[config.mk]
export PLATFORM = sky130hd
export DESIGN_NAME = mgc_control
export DESIGN_NICKNAME = d
export VERILOG_FILES = /design/src/hw/mgc_pkg.sv /design/src/hw/mgc_arb_if.sv /design/src/hw/mgc_mdio_arb.sv /design/src/hw/mgc_control.sv
export SDC_FILE = /design/constraint.sdc
export NUM_CORES = 1
export LEC_CHECK = 0
export ABC_AREA = 1
export BUFFER_PORTS_ARGS = -buffer_cell sky130_fd_sc_hd__buf_2
export CAP_MARGIN = 15
export CORE_MARGIN = 5
export CORE_UTILIZATION = 38
export DETAILED_ROUTE_END_ITERATION = 16
export PLACE_DENSITY = 0.87
export SYNTH_ARGS = -nofsm -noshare
export SYNTH_HDL_FRONTEND = slang
export SYNTH_SLANG_ARGS = --single-unit
[constraint.sdc]
create_clock -name clk -period 1.1 [get_ports clk]
set_clock_uncertainty 0.15 [all_clocks]
set_input_delay 0.22 -clock clk [delete_from_list [all_inputs] [get_ports clk]]
set_output_delay 0.22 -clock clk [all_outputs]
set_load 0.01 [all_outputs]
[src/hw/mgc_pkg.sv]
package mgc_pkg;
  // register map: one word at offset zero
  localparam logic [15:0] MGC_ADDR_CONTROL   = 16'h0000;
  localparam int          MGC_DATA_W         = 32;
  localparam int          MGC_ADDR_W         = 16;
  // field positions
  localparam int          MGC_BIT_PORT_RST   = 0;
  localparam int          MGC_BIT_PHY_RST    = 1;
  localparam int          MGC_BIT_PHY_PWR    = 2;
  localparam int          MGC_BIT_HW_MDIO    = 3;
  localparam int          MGC_BIT_FW_MDIO    = 4;
  localparam int          MGC_BIT_INIT_DONE  = 5;
  localparam int          MGC_BIT_RD_BLOCKED = 6;
  localparam int          MGC_BIT_WAKE_EN    = 7;
  localparam int          MGC_BIT_RST_WARN   = 10;
  localparam int          MGC_BIT_RST_OK     = 11;
  // reset values
  localparam logic        MGC_RST_PHY_RST    = 1'b1;
  localparam logic        MGC_RST_PHY_PWR    = 1'b1;
  localparam logic        MGC_RST_CLEAR      = 1'b0;
  localparam logic [31:0] MGC_ZERO_WORD      = 32'h0000_0000;
endpackage

[src/hw/mgc_arb_if.sv]
`timescale 1ns/1ns
// firmware side of the mdio arbitration, between the register bank and the arbiter
interface mgc_arb_if;
  logic fw_request;   // firmware asks for mdio
  logic fw_release;   // firmware gives mdio back
  logic fw_granted;   // firmware semaphore flag as held by the arbiter
  modport bank (output fw_request, output fw_release, input fw_granted);
  modport arb  (input fw_request, input fw_release, output fw_granted);
endinterface

[src/hw/mgc_mdio_arb.sv]
`timescale 1ns/1ns
module mgc_mdio_arb
  import mgc_pkg::*;
(
  input  wire logic clk,
  input  wire logic reset,
  input  wire logic software_semaphore_flag,
  input  wire logic hw_mdio_request,
  mgc_arb_if.arb    arb
);
  logic pending_reg;
  logic pending_next;
  logic granted_reg;
  logic granted_next;

  // a request waits until software has let go and hardware is off the mdio bus
  always_comb begin
    pending_next = pending_reg;
    granted_next = granted_reg;
    if (arb.fw_request && !granted_reg) begin
      pending_next = 1'b1;
    end
    if (pending_next && !software_semaphore_flag && !hw_mdio_request) begin
      granted_next = 1'b1;
      pending_next = 1'b0;
    end
    // release beats a pending request so a write of zero always withdraws it
    if (arb.fw_release) begin
      granted_next = 1'b0;
      pending_next = 1'b0;
    end
  end

  always_ff @(posedge clk or posedge reset) begin
    if (reset) begin
      pending_reg <= MGC_RST_CLEAR;
      granted_reg <= MGC_RST_CLEAR;
    end else begin
      pending_reg <= pending_next;
      granted_reg <= granted_next;
    end
  end

  assign arb.fw_granted = granted_reg;
endmodule

[src/hw/mgc_control.sv]
`timescale 1ns/1ns
module mgc_control
  import mgc_pkg::*;
(
  input  wire logic                                clk,
  input  wire logic                                reset,
  input  wire logic                                reg_write,
  input  wire logic                                reg_read,
  input  wire logic [mgc_pkg::MGC_ADDR_W-1:0]      reg_addr,
  input  wire logic [mgc_pkg::MGC_DATA_W-1:0]      reg_wdata,
  output logic      [mgc_pkg::MGC_DATA_W-1:0]      reg_rdata,
  input  wire logic                                phy_side_reset,
  input  wire logic                                phy_powered,
  input  wire logic                                hw_mdio_request,
  input  wire logic                                software_semaphore_flag,
  output logic                                     firmware_semaphore_flag,
  input  wire logic                                lan_init_done,
  input  wire logic                                completion_error,
  input  wire logic                                link_status_change,
  output logic                                     wake_on_link_change,
  input  wire logic                                spi_pending,
  output logic                                     spi_start_hold,
  input  wire logic                                engine_reset,
  output logic                                     mgmt_port_reset
);
  import mgc_pkg::*;

  mgc_arb_if arb_bus ();

  logic                  hit;
  logic                  wr_hit;
  logic                  port_rst_reg;
  logic                  port_rst_next;
  logic                  phy_rst_seen_reg;
  logic                  phy_rst_seen_next;
  logic                  phy_pwr_reg;
  logic                  phy_pwr_next;
  logic                  hw_mdio_reg;
  logic                  hw_mdio_next;
  logic                  init_done_reg;
  logic                  init_done_next;
  logic                  rd_blocked_reg;
  logic                  rd_blocked_next;
  logic                  wake_en_reg;
  logic                  wake_en_next;
  logic                  wake_reg;
  logic                  wake_next;
  logic                  warn_reg;
  logic                  warn_next;
  logic                  ok_reg;
  logic                  ok_next;
  logic [MGC_DATA_W-1:0] rdata_reg;
  logic [MGC_DATA_W-1:0] rdata_next;

  assign hit    = (reg_addr == MGC_ADDR_CONTROL);
  assign wr_hit = reg_write && hit; // no byte lanes: every write is a whole word

  // firmware semaphore requests go through the mdio arbiter
  assign arb_bus.fw_request = wr_hit && reg_wdata[MGC_BIT_FW_MDIO];
  assign arb_bus.fw_release = wr_hit && !reg_wdata[MGC_BIT_FW_MDIO];

  mgc_mdio_arb u_arb (
    .clk                     (clk),
    .reset                   (reset),
    .software_semaphore_flag (software_semaphore_flag),
    .hw_mdio_request         (hw_mdio_request),
    .arb                     (arb_bus.arb)
  );

  // port reset: a one-cycle pulse that clears itself, so firmware never has to
  always_comb begin
    port_rst_next = wr_hit && reg_wdata[MGC_BIT_PORT_RST];
  end

  always_ff @(posedge clk or posedge reset) begin
    if (reset) begin
      port_rst_reg <= MGC_RST_CLEAR;
    end else begin
      port_rst_reg <= port_rst_next;
    end
  end

  // phy-reset-seen flag; a phy reset in the clearing cycle still wins
  always_comb begin
    phy_rst_seen_next = phy_rst_seen_reg;
    if (wr_hit && !reg_wdata[MGC_BIT_PHY_RST]) begin
      phy_rst_seen_next = 1'b0;
    end
    if (phy_side_reset) begin
      phy_rst_seen_next = 1'b1;
    end
  end

  always_ff @(posedge clk or posedge reset) begin
    if (reset) begin
      phy_rst_seen_reg <= MGC_RST_PHY_RST;
    end else begin
      phy_rst_seen_reg <= phy_rst_seen_next;
    end
  end

  // host-side mirrors, one stage late; power means little before a phy reset
  always_comb begin
    phy_pwr_next = phy_powered;
    hw_mdio_next = hw_mdio_request;
  end

  always_ff @(posedge clk or posedge reset) begin
    if (reset) begin
      phy_pwr_reg <= MGC_RST_PHY_PWR;
      hw_mdio_reg <= MGC_RST_CLEAR;
    end else begin
      phy_pwr_reg <= phy_pwr_next;
      hw_mdio_reg <= hw_mdio_next;
    end
  end

  // init-done event flag; software clears it, a new completion beats the clear
  always_comb begin
    init_done_next = init_done_reg;
    if (wr_hit && !reg_wdata[MGC_BIT_INIT_DONE]) begin
      init_done_next = 1'b0;
    end
    if (lan_init_done) begin
      init_done_next = 1'b1;
    end
  end

  always_ff @(posedge clk or posedge reset) begin
    if (reset) begin
      init_done_reg <= MGC_RST_CLEAR;
    end else begin
      init_done_reg <= init_done_next;
    end
  end

  // only the port reset clears it; a late error in that cycle still sticks
  always_comb begin
    rd_blocked_next = rd_blocked_reg && !port_rst_reg;
    if (completion_error) begin
      rd_blocked_next = 1'b1;
    end
  end

  always_ff @(posedge clk or posedge reset) begin
    if (reset) begin
      rd_blocked_reg <= MGC_RST_CLEAR;
    end else begin
      rd_blocked_reg <= rd_blocked_next;
    end
  end

  // wake enable and the registered one-cycle wake pulse
  always_comb begin
    wake_en_next = wr_hit ? reg_wdata[MGC_BIT_WAKE_EN] : wake_en_reg;
    wake_next    = wake_en_reg && link_status_change;
  end

  always_ff @(posedge clk or posedge reset) begin
    if (reset) begin
      wake_en_reg <= MGC_RST_CLEAR;
      wake_reg    <= MGC_RST_CLEAR;
    end else begin
      wake_en_reg <= wake_en_next;
      wake_reg    <= wake_next;
    end
  end

  // engine-reset handshake; engine reset overrides a write in the same cycle
  always_comb begin
    warn_next = wr_hit ? reg_wdata[MGC_BIT_RST_WARN] : warn_reg;
    // clear-to-go waits for the flash to go idle and holds while the warning stays set
    ok_next = warn_reg && (ok_reg || !spi_pending);
    if (engine_reset) begin
      warn_next = 1'b0;
      ok_next   = 1'b0;
    end
  end

  always_ff @(posedge clk or posedge reset) begin
    if (reset) begin
      warn_reg <= MGC_RST_CLEAR;
      ok_reg   <= MGC_RST_CLEAR;
    end else begin
      warn_reg <= warn_next;
      ok_reg   <= ok_next;
    end
  end

  // read data is captured only on a decoded read, so other addresses leave it be
  always_comb begin
    rdata_next                     = MGC_ZERO_WORD;
    rdata_next[MGC_BIT_PORT_RST]   = port_rst_reg;
    rdata_next[MGC_BIT_PHY_RST]    = phy_rst_seen_reg;
    rdata_next[MGC_BIT_PHY_PWR]    = phy_pwr_reg;
    rdata_next[MGC_BIT_HW_MDIO]    = hw_mdio_reg;
    rdata_next[MGC_BIT_FW_MDIO]    = arb_bus.fw_granted;
    rdata_next[MGC_BIT_INIT_DONE]  = init_done_reg;
    rdata_next[MGC_BIT_RD_BLOCKED] = rd_blocked_reg;
    rdata_next[MGC_BIT_WAKE_EN]    = wake_en_reg;
    rdata_next[MGC_BIT_RST_WARN]   = warn_reg;
    rdata_next[MGC_BIT_RST_OK]     = ok_reg;
    if (!(reg_read && hit)) begin
      rdata_next = rdata_reg;
    end
  end

  always_ff @(posedge clk or posedge reset) begin
    if (reset) begin
      rdata_reg <= MGC_ZERO_WORD;
    end else begin
      rdata_reg <= rdata_next;
    end
  end

  // warning alone halts new flash starts; pending ones finish before ok rises
  assign spi_start_hold          = warn_reg;
  assign mgmt_port_reset         = port_rst_reg;
  assign wake_on_link_change     = wake_reg;
  assign firmware_semaphore_flag = arb_bus.fw_granted;
  assign reg_rdata               = rdata_reg;
endmodule

==> run metrics <==
placed insts 201; initial antenna violation count 0; Setup crit start kind flip-flop; critical path's largest stage delay 0.41 ns; Synth Instances 119; Yosys cell types 18; CP Buf/Inv Count 2; setup ws final -0.206 ns; WL per Instance 10.4 um; largest net degree at the start of global routing 23; final core occ 57.0%; first-pass GRT wire length 3650 um; max-slew violation count 0; fmax 766 MHz; Crit Path Category reg -> out; critical path data required time around 0.73 ns; DRC 0; Critical Path Fanout Max 2; Reg area 553 um2; Detailed Routing Iterations Pass 1 3; Worst setup EP type primary output; commonest non-fill, non-tap cell in the layout buf_2; commonest cells after routing, fill and taps aside buf_2 (44), conb_1 (22), dfrtp_1 (20), inv_1 (15), buf_4 (15); Lkg Pwr 0.933 nW; RSZ-0062 raised after global routing true; routed wire length 2380 um; IO Port Bufs 48; clk slew on worst S/H paths 0.11 ns; post-DP HPWL 1750 um; flops & latches, synth 22; VDD IR max about 0.00034 V; root buffer cell clkbuf_4; CP max stage cell dfrtp_1; die width 65.0 um; highest routed layer met4; fin crit share 119%; violated checks negative setup slack; outcome finished, violations left; met3 WL 109 um; total gr overflow 0; CTS Buf Count 3; H-tree Lvls 1; post-synthesis sequential area ratio 48.1%; Hold WC Path Type in -> reg; Finished Layout Cells about 230; latest clock arrival within the worst-skew pair 0.30 ns; Post-Syn Area per Cell 9.65 um2; total length of routed met2 wires 1330 um; Finished Cell Area 1700 um2; CP Cell Sequence buf_6, buf_6; fill cell count 257; CTS max path bufs 2; Top delay family on crit path flip-flops; maxcap violations 0; GRT Total Usage 11.2%; Die Y 65.0 um; multi-input logic area 492 um2; IO Count 97; Post-DRT Antenna Nets 0; Syn. warnings 0; Initial Util 38.6%; row cnt 20; NumNets Final roughly 260; DRT iter0 DRCs 26; gp weighted congestion roughly 0.71; CP arrival ~0.94 ns; DP Area 1400 um2; P&R area growth vs syn 47.8%; DR vias/cell between 4 and 5; # diodes 0; M1 wire length 897 um; core area roughly 3000 um2; final hold vios 0; power density over cell area 855 nW/um2; max reg flops 10; share of layout cells above drive strength 1 55.1%; die area 4220 um2; Vias 934; endpoints failing setup 16; Period minus WS final 1.31 ns; area of the mapped netlist 1150 um2; vias in the first global route 873; CTS tree done; # clock sinks 22; Top cell by count, worst path buf_6
final cells by class:
class	count	share of cell area, %
clock buffer	4	2.14
timing repair buffer	76	30.6
inverter	15	3.32
multi-input combinational	79	29.0
sequential	22	32.6
tap	33	2.43
stage by stage:
step / TNS, ns / setup slack [ns] / hold slack [ns] / power [mW]
after floorplan: -0.123 / -0.0136 / 0.0577 / 0.978
after global placement: -3.55 / -0.263 / 0.116 / 0.998
after detailed placement: -3.92 / -0.300 / 0.113 / 1.00
after CTS: -1.98 / -0.224 / 0.00134 / 1.46
after global routing: -2.66 / -0.260 / 0.00346 / 1.54
final: -1.81 / -0.206 / 0.0109 / 1.45
synth_stat cells (all sizes together):
cell type	number	area, um2
nand2	18	92.6
nand4	1	6.26
o21bai	3	22.5
a21oi	2	10.0
conb	1	3.75
dfrtp	20	500
a211oi	2	20.0
dfstp	2	52.6
buf	24	188
nand3	2	20.0
inv	15	56.3
o21ai	10	87.6
nor2	19	88.8
where the power goes:
| part | leakage [nW] | internal (mW) | switching (mW) |
|---|---|---|---|
| Clock | 0.0210 | 0.202 | 0.224 |
| Combinational | 0.637 | 0.0925 | 0.109 |
| Sequential | 0.274 | 0.821 | 0.00356 |
routing by layer:
metal  track usage (%)  vias to the layer above
met5                 0                        -
met4              6.33                        0
met3              1.04                        4
met2              20.7                       26
met1              12.3                      428
li1                  -                      476
final timing paths:
kind,slack [ns],end,start,cells after the start
worst max-delay path,-0.21,firmware_semaphore_flag,u_arb.arb.fw_granted$_DFFE_PP0P_,2
min in group asynchronous,0.34,reg_rdata[1]$_DFFE_PP0P_,reset,4
worst min-delay path,0.01,init_done_reg$_DFFE_PP0P_,reg_wdata[5],3
worst max register to register,-0.17,u_arb.pending_reg$_DFF_PP0_,u_arb.arb.fw_granted$_DFFE_PP0P_,7
worst min register to register,0.33,wake_on_link_change$_DFF_PP0_,wake_en_reg$_DFFE_PP0N_,2
max in group asynchronous,0.20,phy_pwr_reg$_DFF_PP1_,reset,4
worst reg2reg max path, stage by stage (launching register included):
cell	delay (ns)
dfrtp_1	0.41
buf_4	0.15
nor2_4	0.09
nand4_1	0.11
nand2_2	0.11
nand2_2	0.07
nand2_2	0.05
nor2_1	0.04
cell families (layout without fill, tap and decap cells):
group | after synthesis | in the layout | share of synthesized area (%)
other | 1 | 22 | 0.326
AOI/OAI and AO/OA | 17 | 17 | 12.2
and+or+nand+nor | 40 | 40 | 18.1
DFF | 22 | 22 | 48.1
buffers and inverters | 39 | 95 | 21.2
timing repair:
action	CTS	global route
hold endpoints to repair	29	1
resized for setup	4	8
setup endpoints to repair	16	18
pin swaps	0	3
hold buffers	10	1
setup buffers	10	3
Note: power is estimated with default switching activity, not from simulation.
